===== config.mk =====
export PLATFORM = sky130hd
export DESIGN_NAME = dac_i2c_slave
export DESIGN_NICKNAME = d
export VERILOG_FILES = /design/src/shared/dac_pkg.sv /design/src/logic/dac_i2c_slave.sv
export SDC_FILE = /design/constraint.sdc
export NUM_CORES = 1
export LEC_CHECK = 0
export BUFFER_PORTS_ARGS = -buffer_cell sky130_fd_sc_hd__buf_2
export CAP_MARGIN = 20
export CELL_PAD_IN_SITES_DETAIL_PLACEMENT = 0
export CELL_PAD_IN_SITES_GLOBAL_PLACEMENT = 1
export CORE_AREA = 2 2 117 119
export DETAILED_ROUTE_END_ITERATION = 8
export DIE_AREA = 0 0 119 121
export GPL_TIMING_DRIVEN = 0
export PLACE_DENSITY = 0.79
export SKIP_CTS_REPAIR_TIMING = 1
export SLEW_MARGIN = 10
export SYNTH_ARGS = -nofsm -noshare
export SYNTH_HDL_FRONTEND = slang
export SYNTH_SLANG_ARGS = --single-unit

===== constraint.sdc =====
create_clock -name ref_clk_i -period 2.7 [get_ports ref_clk_i]
set_clock_uncertainty 0.1 [all_clocks]
set_input_delay 0.54 -clock ref_clk_i [delete_from_list [all_inputs] [get_ports ref_clk_i]]
set_output_delay 0.54 -clock ref_clk_i [all_outputs]
set_load 0.005 [all_outputs]

===== src/shared/dac_pkg.sv =====
// Behaviour
// dac code is unsigned 10-bit binary
// reset clears registers, selects 100k powerdown
// master must send wake-up before conversions
// powerdown bits: 00 up, 01/10/11 modes
// any powerdown disables buffer and string
// registers kept through powerdown, restored on wake
// write dac directly or input register only
// slave only; master clocks at most 400 kHz
// bytes are 8 bits msb first plus ack
// data changes while clock high are control events
// start is sda fall, stop sda rise, scl high
// after stop or mismatch ignore until start
// stop honoured anywhere except start's high pulse
// back-to-back writes; reads need repeated start
// ack matching address and data bytes low
// release sda at ninth clock when transmitting
// master ends with nack then stop
// first byte: 7-bit address then direction bit
// compare address bitwise, drop out on mismatch
// address bits 6..1 fixed, bit 0 from pin
// bus lines driven open-drain only
// master retries later on missing ack
// command field decode for loads, read, powerdown; read code not decoded, reads go by direction bit
// commit on falling scl ending data ack
// aborted write leaves registers unchanged
// read returns dac register as two bytes
// both lines synchronised, one common view
package dac_pkg;

  localparam int unsigned DAC_BITS = 10;

  // wishbone register offsets (byte addresses)
  localparam logic [7:0] OFS_CTRL   = 8'h00;
  localparam logic [7:0] OFS_STATUS = 8'h04;
  localparam logic [7:0] OFS_INPUT  = 8'h08;
  localparam logic [7:0] OFS_DAC    = 8'h0C;
  localparam logic [7:0] OFS_COUNT  = 8'h10;

  // control fields
  localparam int unsigned CTRL_EN_BIT    = 0;
  localparam logic        CTRL_EN_RESET  = 1'b1;

  // status field positions
  localparam int unsigned ST_PD_LSB      = 0;
  localparam int unsigned ST_ACTIVE_BIT  = 2;
  localparam int unsigned ST_ADDR0_BIT   = 3;
  localparam int unsigned ST_CMD_LSB     = 4;

  // powerdown select encodings
  localparam logic [1:0] PD_UP    = 2'h0;
  localparam logic [1:0] PD_FLOAT = 2'h1;
  localparam logic [1:0] PD_1K    = 2'h2;
  localparam logic [1:0] PD_100K  = 2'h3;
  localparam logic [1:0] PD_RESET = PD_100K;

  localparam logic [9:0] CODE_RESET = 10'h000;

  // command field encodings
  localparam logic [3:0] CMD_LOAD_BOTH  = 4'hC;
  localparam logic [3:0] CMD_LOAD_INPUT = 4'hD;
  localparam logic [3:0] CMD_LOAD_SHIFT = 4'hE;
  localparam logic [3:0] CMD_UPDATE     = 4'hF;
  localparam logic [1:0] CMD_READ_HI    = 2'h2;
  localparam logic [1:0] CMD_PD_HI      = 2'h1;

  localparam logic [6:0] ADDR_HI_DEFAULT = 7'h08;

  typedef enum logic [8:0] {
    ST_IDLE  = 9'h001,
    ST_ADDR  = 9'h002,
    ST_AACK  = 9'h004,
    ST_CMD   = 9'h008,
    ST_CACK  = 9'h010,
    ST_DATA  = 9'h020,
    ST_DACK  = 9'h040,
    ST_TX    = 9'h080,
    ST_TXACK = 9'h100
  } dac_state_type;

endpackage : dac_pkg


===== src/logic/dac_i2c_slave.sv =====
`timescale 1ns/1ps
`default_nettype none
module dac_i2c_slave #(
  parameter int unsigned DAC_WIDTH = dac_pkg::DAC_BITS,
  parameter logic [6:0]  ADDR_HI   = dac_pkg::ADDR_HI_DEFAULT
) (
  input  wire logic        ref_clk_i,
  input  wire logic        reset_i,
  input  wire logic        scl_i,
  input  wire logic        sda_i,
  output var  logic        sda_o,
  output var  logic        sda_oe_o,
  input  wire logic        address_bit_zero_i,
  output var  logic [9:0]  dac_code_o,
  output var  logic        buffer_en_o,
  output var  logic        string_en_o,
  output var  logic        term_1k_o,
  output var  logic        term_100k_o,
  input  wire logic        wb_cyc_i,
  input  wire logic        wb_stb_i,
  input  wire logic        wb_we_i,
  input  wire logic [7:0]  wb_adr_i,
  input  wire logic [3:0]  wb_sel_i,
  input  wire logic [31:0] wb_dat_i,
  output var  logic [31:0] wb_dat_o,
  output var  logic        wb_ack_o
);

  if (DAC_WIDTH != 10) begin : g_bad_width
    $error("only a 10-bit code is served");
  end
  if (ADDR_HI[0] != 1'b0) begin : g_bad_addr
    $error("address bit zero comes from the pin");
  end

  // line synchronisers: first stage read only by the second
  logic [2:0] pin_raw;
  logic [2:0] pin_s;
  logic       scl_prev_q;
  logic       sda_prev_q;

  // scl is only ever sampled here, never driven
  assign pin_raw = {address_bit_zero_i, sda_i, scl_i};

  for (genvar gi = 0; gi < 3; gi++) begin : g_sync
    logic [1:0] sync_q;
    always_ff @(posedge ref_clk_i) begin
      if (reset_i) begin
        // bus lines idle high so no false edge follows reset
        sync_q <= (gi == 2) ? 2'h0 : 2'h3;
      end else begin
        sync_q <= {sync_q[0], pin_raw[gi]};
      end
    end
    assign pin_s[gi] = sync_q[1];
  end

  always_ff @(posedge ref_clk_i) begin
    if (reset_i) begin
      scl_prev_q <= 1'b1;
      sda_prev_q <= 1'b1;
    end else begin
      scl_prev_q <= pin_s[0];
      sda_prev_q <= pin_s[1];
    end
  end

  wire scl_s    = pin_s[0];
  wire sda_s    = pin_s[1];
  wire adr0_s   = pin_s[2];
  wire scl_rise = scl_s & ~scl_prev_q;
  wire scl_fall = ~scl_s & scl_prev_q;
  wire scl_held = scl_s & scl_prev_q;
  wire start_ev = scl_held & sda_prev_q & ~sda_s;
  wire stop_raw = scl_held & ~sda_prev_q & sda_s;

  // state and datapath registers
  dac_pkg::dac_state_type state_q;
  logic [2:0] bit_cnt_q;
  logic [7:0] shift_q;
  logic [3:0] cmd_q;
  logic [3:0] cmd_hi_q;
  logic       rd_dir_q;
  logic       rd_second_q;
  logic       sda_low_q;
  logic       start_pulse_q;
  logic [9:0] input_reg_q;
  logic [9:0] dac_reg_q;
  logic [1:0] pd_q;
  logic [7:0] count_q;
  logic       ctrl_en_q;
  logic       nxt_bit_q;

  // a stop in the same high pulse as a start is not legal and is ignored
  wire stop_ev = stop_raw & ~start_pulse_q;

  wire [6:0] my_addr    = {ADDR_HI[6:1], adr0_s};
  wire       addr_bit   = my_addr[3'd6 - bit_cnt_q];
  wire       last_bit   = (bit_cnt_q == 3'd7);
  wire [9:0] new_code   = {cmd_hi_q, shift_q[7:2]};
  wire [7:0] tx_first   = {2'h0, pd_q, dac_reg_q[9:6]};
  wire [7:0] tx_second  = {dac_reg_q[5:0], 2'h0};
  wire       is_load    = (cmd_q == dac_pkg::CMD_LOAD_BOTH) |
                          (cmd_q == dac_pkg::CMD_LOAD_INPUT) |
                          (cmd_q == dac_pkg::CMD_LOAD_SHIFT);
  wire       commit     = (state_q == dac_pkg::ST_DACK) & scl_fall;
  wire       powered    = (pd_q == dac_pkg::PD_UP);

  always_ff @(posedge ref_clk_i) begin
    if (reset_i) begin
      start_pulse_q <= 1'b0;
    end else if (start_ev) begin
      start_pulse_q <= 1'b1;
    end else if (scl_fall) begin
      start_pulse_q <= 1'b0;
    end
  end

  // serial protocol engine; every bus move except the release on disable rides on scl edges
  always_ff @(posedge ref_clk_i) begin
    if (reset_i) begin
      state_q     <= dac_pkg::ST_IDLE;
      bit_cnt_q   <= 3'h0;
      shift_q     <= 8'h00;
      cmd_q       <= 4'h0;
      cmd_hi_q    <= 4'h0;
      rd_dir_q    <= 1'b0;
      rd_second_q <= 1'b0;
      sda_low_q   <= 1'b0;
      nxt_bit_q   <= 1'b0;
    end else if (!ctrl_en_q || stop_ev) begin
      // mid-byte stop aborts the write before any commit
      state_q   <= dac_pkg::ST_IDLE;
      sda_low_q <= 1'b0;
    end else if (start_ev) begin
      state_q   <= dac_pkg::ST_ADDR;
      bit_cnt_q <= 3'h0;
      nxt_bit_q <= 1'b0;
      sda_low_q <= 1'b0;
    end else begin
      case (state_q)
        dac_pkg::ST_IDLE: begin
          sda_low_q <= 1'b0;
        end
        dac_pkg::ST_ADDR: begin
          if (scl_rise) begin
            bit_cnt_q <= bit_cnt_q + 3'd1;
            nxt_bit_q <= last_bit;
            if (last_bit) begin
              rd_dir_q <= sda_s;
            end else if (sda_s != addr_bit) begin
              state_q <= dac_pkg::ST_IDLE;
            end
          end else if (scl_fall && nxt_bit_q) begin
            // the start pulse's own fall must not look like a finished byte
            nxt_bit_q <= 1'b0;
            state_q   <= dac_pkg::ST_AACK;
            sda_low_q <= 1'b1;
          end
        end
        dac_pkg::ST_AACK: begin
          if (scl_fall) begin
            rd_second_q <= 1'b0;
            if (rd_dir_q) begin
              state_q   <= dac_pkg::ST_TX;
              shift_q   <= {tx_first[6:0], 1'b0};
              sda_low_q <= ~tx_first[7];
              bit_cnt_q <= 3'h1;
            end else begin
              state_q   <= dac_pkg::ST_CMD;
              sda_low_q <= 1'b0;
            end
          end
        end
        dac_pkg::ST_CMD, dac_pkg::ST_DATA: begin
          if (scl_rise) begin
            shift_q   <= {shift_q[6:0], sda_s};
            bit_cnt_q <= bit_cnt_q + 3'd1;
            nxt_bit_q <= last_bit;
          end else if (scl_fall && nxt_bit_q) begin
            nxt_bit_q <= 1'b0;
            sda_low_q <= 1'b1;
            if (state_q == dac_pkg::ST_CMD) begin
              state_q  <= dac_pkg::ST_CACK;
              cmd_q    <= shift_q[7:4];
              cmd_hi_q <= shift_q[3:0];
            end else begin
              state_q <= dac_pkg::ST_DACK;
            end
          end
        end
        dac_pkg::ST_CACK: begin
          if (scl_fall) begin
            state_q   <= dac_pkg::ST_DATA;
            sda_low_q <= 1'b0;
          end
        end
        dac_pkg::ST_DACK: begin
          if (scl_fall) begin
            state_q   <= dac_pkg::ST_CMD;
            sda_low_q <= 1'b0;
          end
        end
        dac_pkg::ST_TX: begin
          if (scl_fall) begin
            if (bit_cnt_q == 3'd0) begin
              state_q   <= dac_pkg::ST_TXACK;
              sda_low_q <= 1'b0;
            end else begin
              sda_low_q <= ~shift_q[7];
              shift_q   <= {shift_q[6:0], 1'b0};
              bit_cnt_q <= bit_cnt_q + 3'd1;
            end
          end
        end
        dac_pkg::ST_TXACK: begin
          if (scl_rise) begin
            nxt_bit_q <= ~sda_s & ~rd_second_q;
          end else if (scl_fall) begin
            if (nxt_bit_q) begin
              state_q     <= dac_pkg::ST_TX;
              rd_second_q <= 1'b1;
              shift_q     <= {tx_second[6:0], 1'b0};
              sda_low_q   <= ~tx_second[7];
              bit_cnt_q   <= 3'h1;
            end else begin
              state_q <= dac_pkg::ST_IDLE;
            end
            nxt_bit_q <= 1'b0;
          end
        end
        default: begin
          state_q <= dac_pkg::ST_IDLE;
        end
      endcase
    end
  end

  // register file; both registers survive powerdown untouched
  always_ff @(posedge ref_clk_i) begin
    if (reset_i) begin
      input_reg_q <= dac_pkg::CODE_RESET;
      dac_reg_q   <= dac_pkg::CODE_RESET;
      pd_q        <= dac_pkg::PD_RESET;
      count_q     <= 8'h00;
    end else if (commit) begin
      count_q <= count_q + 8'd1;
      if (is_load) begin
        input_reg_q <= new_code;
      end
      if (cmd_q == dac_pkg::CMD_LOAD_BOTH) begin
        dac_reg_q <= new_code;
      end else if (cmd_q == dac_pkg::CMD_LOAD_SHIFT || cmd_q == dac_pkg::CMD_UPDATE) begin
        dac_reg_q <= input_reg_q;
      end
      if (cmd_q[3:2] == dac_pkg::CMD_PD_HI) begin
        pd_q <= cmd_hi_q[3:2];
      end
    end
  end

  // analog control outputs
  always_ff @(posedge ref_clk_i) begin
    if (reset_i) begin
      dac_code_o  <= dac_pkg::CODE_RESET;
      buffer_en_o <= 1'b0;
      string_en_o <= 1'b0;
      term_1k_o   <= 1'b0;
      term_100k_o <= 1'b1;
      sda_o       <= 1'b0;
      sda_oe_o    <= 1'b0;
    end else begin
      dac_code_o  <= dac_reg_q;
      buffer_en_o <= powered;
      string_en_o <= powered;
      term_1k_o   <= (pd_q == dac_pkg::PD_1K);
      term_100k_o <= (pd_q == dac_pkg::PD_100K);
      sda_o       <= 1'b0;
      sda_oe_o    <= sda_low_q;
    end
  end

  // wishbone slave: one wait state, ack drops after one cycle
  wire        wb_req   = wb_cyc_i & wb_stb_i & ~wb_ack_o;
  wire        hit_ctrl = (wb_adr_i == dac_pkg::OFS_CTRL);
  wire        hit_stat = (wb_adr_i == dac_pkg::OFS_STATUS);
  wire        hit_in   = (wb_adr_i == dac_pkg::OFS_INPUT);
  wire        hit_dac  = (wb_adr_i == dac_pkg::OFS_DAC);
  wire        hit_cnt  = (wb_adr_i == dac_pkg::OFS_COUNT);
  wire        active   = (state_q != dac_pkg::ST_IDLE);
  logic [31:0] stat_w;
  wire [31:0] rd_mux;

  // field positions shared with software through the package
  always_comb begin
    stat_w = 32'h0;
    stat_w[dac_pkg::ST_PD_LSB +: 2]  = pd_q;
    stat_w[dac_pkg::ST_ACTIVE_BIT]   = active;
    stat_w[dac_pkg::ST_ADDR0_BIT]    = adr0_s;
    stat_w[dac_pkg::ST_CMD_LSB +: 4] = cmd_q;
  end

  assign rd_mux = hit_ctrl ? {31'h0, ctrl_en_q} :
                  hit_stat ? stat_w :
                  hit_in   ? {22'h0, input_reg_q} :
                  hit_dac  ? {22'h0, dac_reg_q} :
                  hit_cnt  ? {24'h0, count_q} : 32'h0;

  always_ff @(posedge ref_clk_i) begin
    if (reset_i) begin
      wb_ack_o  <= 1'b0;
      wb_dat_o  <= 32'h0;
      ctrl_en_q <= dac_pkg::CTRL_EN_RESET;
    end else begin
      wb_ack_o <= wb_req;
      wb_dat_o <= (wb_req && !wb_we_i) ? rd_mux : 32'h0;
      // disabling mid-transfer drops the slave off the bus at once
      if (wb_req && wb_we_i && hit_ctrl && wb_sel_i[0]) begin
        ctrl_en_q <= wb_dat_i[dac_pkg::CTRL_EN_BIT];
      end
    end
  end

endmodule : dac_i2c_slave
`default_nettype wire


* Word level (Yosys, flattened, before mapping)
Index checks and enable logic that the tools add are counted.
** Cells by class
- $lt $le $gt $ge :: 1
- Multiplexer cells :: 67
- Reduce and logical (&&, ||, !) cells :: 40
- Bitwise logic cells :: 28
- Add/sub/neg operators :: 3
- Equality and inequality tests :: 61
** Operators by type and width (count)
- 2-to-1 mux 9 bit :: 13
- 2-to-1 mux 8 bit :: 12
- case mux 9 bit (8 select lines) :: 1
- inequality test 3 bit, second input constant :: 15
- 2-to-1 mux 10 bit :: 4
- case mux 8 bit (4 select lines) :: 1
- inequality test 2 bit, second input constant :: 15
- 2-to-1 mux 3 bit :: 9
- AND reduction 13 bit :: 2
- 2-to-1 mux 1 bit :: 20
- == test 4 bit, second input constant :: 4
- == test 8 x 4 -> 1 bit, second input constant :: 2
- inequality test 4 bit, second input constant :: 4
- inverter 1 bit :: 14
- AND 1 bit :: 12
- case mux 3 bit (4 select lines) :: 1
- AND reduction 11 bit :: 1
- AND reduction 10 bit :: 1
- == test 9 x 1 -> 1 bit, second input constant :: 1
- == test 9 x 2 -> 1 bit, second input constant :: 1
- == test 9 x 3 -> 1 bit, second input constant :: 1
- == test 9 x 4 -> 1 bit, second input constant :: 1
- == test 9 x 5 -> 1 bit, second input constant :: 1
- == test 9 x 6 -> 1 bit, second input constant :: 1
- other kinds (44) :: 63
** Word-level totals
- Bits in registers :: 119
- Output and inout bits :: 49

* Depth between registers and ports, before layout
- Word-level depth :: 9
- Depth in mapped cells :: 9

* Worst setup path after synthesis
Ideal clock, no wire load.
- Path kind :: reg-to-reg
- Start :: register state_q[6]
- End :: register shift_q[6]
- Library setup time :: 0.088 ns
- Period minus slack after synthesis :: 2.517 ns
- Data arrival time :: 2.329 ns
- Buffers on the path :: 3
- Data required time :: 2.512 ns
- Path slack :: 0.183 ns
- Stages on the path, launching flop included :: 9
- Path through :: dfxtp_1 buf_4 or3_4 or4_4 buf_6 a2111oi_4 buf_6 nor2_2 a311oi_2
** Between the ends
- Longest elaborated chain between the ends :: 4
- Elaborated cells on any way between the ends :: 17
- Classes of those cells :: 13 x eq/ne; 1 x mux; 3 x reduce/logical
** RTL lines
- start, declared :: RTL line dac_i2c_slave.sv:78 : dac_pkg::dac_state_type state_q;
- start signal, assigned :: RTL line dac_i2c_slave.sv:122 : state_q <= dac_pkg::ST_IDLE;
- start signal, assigned :: RTL line dac_i2c_slave.sv:133 : state_q <= dac_pkg::ST_IDLE;
- start signal, assigned :: RTL line dac_i2c_slave.sv:136 : state_q <= dac_pkg::ST_ADDR;
- == test 9 x 4 -> 1 bit or == test 9 x 6 -> 1 bit (tied branches) :: RTL line dac_i2c_slave.sv:141 : case (state_q)
- OR reduction 2 bit :: RTL line dac_i2c_slave.sv:141
- nonzero test 4 bit (no line) or inequality test 2 bit (tied branches)
- AND reduction 11 bit (no line)
- end signal, assigned :: RTL line dac_i2c_slave.sv:166 : shift_q <= {tx_first[6:0], 1'b0};
- end signal, assigned :: RTL line dac_i2c_slave.sv:177 : shift_q <= {shift_q[6:0], sda_s};
- end signal, assigned :: RTL line dac_i2c_slave.sv:211 : shift_q <= {shift_q[6:0], 1'b0};
- end, declared :: RTL line dac_i2c_slave.sv:80 : logic [7:0] shift_q;
Several ways; a longest one is shown, not always the timed one.
A chain may end at the register's enable or synchronous reset.

* Final worst setup path
- Start :: register state_q[4]
- End :: register shift_q[6]
The elaborated chain is that of the path after synthesis.

==> impl_metrics.toml <==
[run_status]
outcome = "finished, final reports clean"

[yosys]
ys_ff_latch = 97
yosysTopAreaCell = "dfxtp_1"
async_flop_share = 0
synthTopCellsByCount = "97 x dfxtp_1, 71 x nor2_1, 39 x mux2i_1"
yosys.area.top_type_share = 0.405
avgSynthCellArea_um2 = 8.95
ys_warn_count = 0
synthesis.area_um2 = 4790
synthFlopType = "dfxtp_1"
syn_inst = 535
synthTopCellsByArea = "dfxtp_1 41%, mux2i_1 8.1%, nor2_1 5.6%"
synth_edf_count = 0
ys_seq_area_frac = 0.405
synth_most_common_cell = "dfxtp_1"
synth.distinct_cells = 67

[pwr]
p_int_uw = 2550
power_leakage_uw = 0.00237
vdd_drop_max_v = 0.000485
p_sw_uw = 930
swShare = 0.267
p_total_uw = 3480
clockPowerShare = 0.413
seq_power_share = 0.437
comb_power_share = 0.150
power.density_nw_per_um2 = 604

[grt]
grt_pass1_wl_um = 20600
overflow = 0
grt_antenna_before_repair = 0
grt_max_degree = 17
grt_pass1_vias = 3946
grt_usage = 0.184

[job]
maxCapViolCount = 0

[sta]
whs_ps = 263
fmax_mhz = 381
fin_crit_ps = 2620
post-route-period-util = 0.971
max-slew-margin-rel = 0.449
timing.final.ws_setup_ps = 78.0
hold_viol = 0
setup_viol = 0
tightest_slew_ps = 826
timing.final.max_slew_violations = 0
fin_tns_setup_ps = 0

[worst_setup_path]
start_kind = "flop"
crit_required_ps = 2870
critPathMaxStageDelay_ps = 600
worst_path_most_repeated_cell = "buf_6"
path_cells = "buf_6 > or3_4 > or4_4 > a2111oi_4 > buf_6 > buf_8 > nor2_2 > a311oi_2"
cp-end-kind = "flop"
crit_type = "flop to flop"
worstPathArrival_ps = 2790
cp_max_fo = 9
slowest_stage = "or4_4"

[die]
start_util = 0.366
coreArea_um2 = 13100
die_h_um = 121
rows = 42
io_pins = 101
dieArea_um2 = 14400
die_w_um = 119

[layout]
fill_cells = 1314
drive_gt1_frac = 0.211
multiInputGateArea_um2 = 2640
antenna_cells = 0
syn2layout_area_growth_pct = 20.2
layout.nets = 670
regArea_um2 = 1950
final_cell_area_um2 = 5760

[clock_tree]
cts_made_buffers = 9
ctsRootBufferMaster = "clkbuf_16"
clock_latency_ps = 360
htree_num_levels = 3
clockBufferDepth = 2
clk_pin_slew_ps = 70
cts_tree = "yes"
clkSinkCount = 97

[min_path]
min_path_type = "input pin to flop"

[place]
placed_area_um2 = 5310
hpwlAfterDp_um = 9650
gp_congestion = 0.900
post-place-ws_ps = -292
io_buffers = 43

[route]
drc = 0
num_vias = 4222
drtPass1Iterations = 5
viasPerCell = 5.33
dr_wl_met3_um = 793
routed_wl_um = 12900
top_layer_used = "met4"
met1Wirelength_um = 5690
drt_iter0_drc = 252
ant_nets = 0
wl_per_cell_um = 16.3
wl_met2_um = 6120
[final timing paths]
path / cells past startpoint / slack [ps] / from / to
worst min register to register: 1 / 320 / g_sync[0].sync_q[0] / g_sync[0].sync_q[1]
worst max-delay path: 8 / 80 / state_q[4] / shift_q[6]
worst min-delay path: 2 / 260 / sda_i / g_sync[1].sync_q[0]
worst max register to register: 8 / 80 / state_q[4] / shift_q[6]
[routing by layer]
metal / GRT usage / vias up
met4: 0.0796 / 0
met2: 0.300 / 146
met3: 0.0395 / 21
met1: 0.234 / 2020
met5: 0 / -
li1: - / 2035
[layout by cell type, fill, tap and decap left out, drive strengths merged, types with 4 or more instances in the layout]
cell	synthesis	layout
nand2b	12	12
ha	7	7
inv	7	9
a21oi	13	13
clkbuf	13	22
nor2b	18	18
buf	40	85
a22oi	10	10
conb	1	23
a311oi	7	7
xor2	10	10
a211oi	11	11
or3	5	5
nand3	11	11
nand2	34	34
a22o	5	5
nand4	15	15
nor4b	4	4
or2	8	8
nor2	72	72
nor3	18	18
o31ai	7	7
dfxtp	97	97
o21ai	12	12
mux2i	39	39
and4	6	6
or4	5	5
[cell families (layout without fill, tap and decap cells)]
| group | after synthesis | in the layout | share of synthesized area |
|---|---|---|---|
| compound gates | 96 | 96 | 0.154 |
| xor+xnor | 12 | 12 | 0.0219 |
| fa+ha+maj | 7 | 7 | 0.0183 |
| buf+inv | 61 | 120 | 0.0744 |
| flops | 97 | 97 | 0.405 |
| mux | 40 | 40 | 0.0838 |
| other cells | 1 | 23 | 0.000783 |
| simple gates | 221 | 221 | 0.241 |
[worst max-delay path: cells and delay by family (launching register included)]
| family | cells | cell delay [ps] |
|---|---|---|
| AND/OR/NAND/NOR | 3 | 1070 |
| flip-flops | 1 | 310 |
| AO/OA/AOI/OAI | 2 | 610 |
| buffers and inverters | 3 | 430 |
[stage by stage]
step / util / std cells
final: 0.440 / 792
after global routing: 0.440 / 792
after CTS: 0.432 / 792
after detailed placement: 0.406 / 776
after global placement: 0.406 / 776
after floorplan: - / 557
[state kept, by name, indices dropped and copies added, names as in the netlist, 3 cells and up]
signal / flops
shift_q: 8
dac_code_o: 10
state_q: 9
input_reg_q: 10
count_q: 8
cmd_q: 4
bit_cnt_q: 3
cmd_hi_q: 4
dac_reg_q: 10
wb_dat_o: 10
g_sync.sync_q: 6
[power groups by stage]
stage	Combinational (uW)	Sequential [uW]	Clock (uW)
2_1_floorplan	363	1530	0
3_3_place_gp	482	1550	0
3_5_place_dp	485	1550	0
4_1_cts	488	1510	1470
5_1_grt	569	1520	1540
6_report	521	1520	1440
[final cells by class]
| class | count | area share |
|---|---|---|
| multi-input cells | 399 | 0.458 |
| flip-flops and latches | 97 | 0.338 |
| plain buffers | 48 | 0.0539 |
| repair buffers | 48 | 0.0483 |
| clock buffers | 11 | 0.0439 |
| well taps | 176 | 0.0383 |
| clock inverters | 5 | 0.0148 |
| inverters | 8 | 0.00522 |
Note: power is estimated with default switching activity, not from simulation.
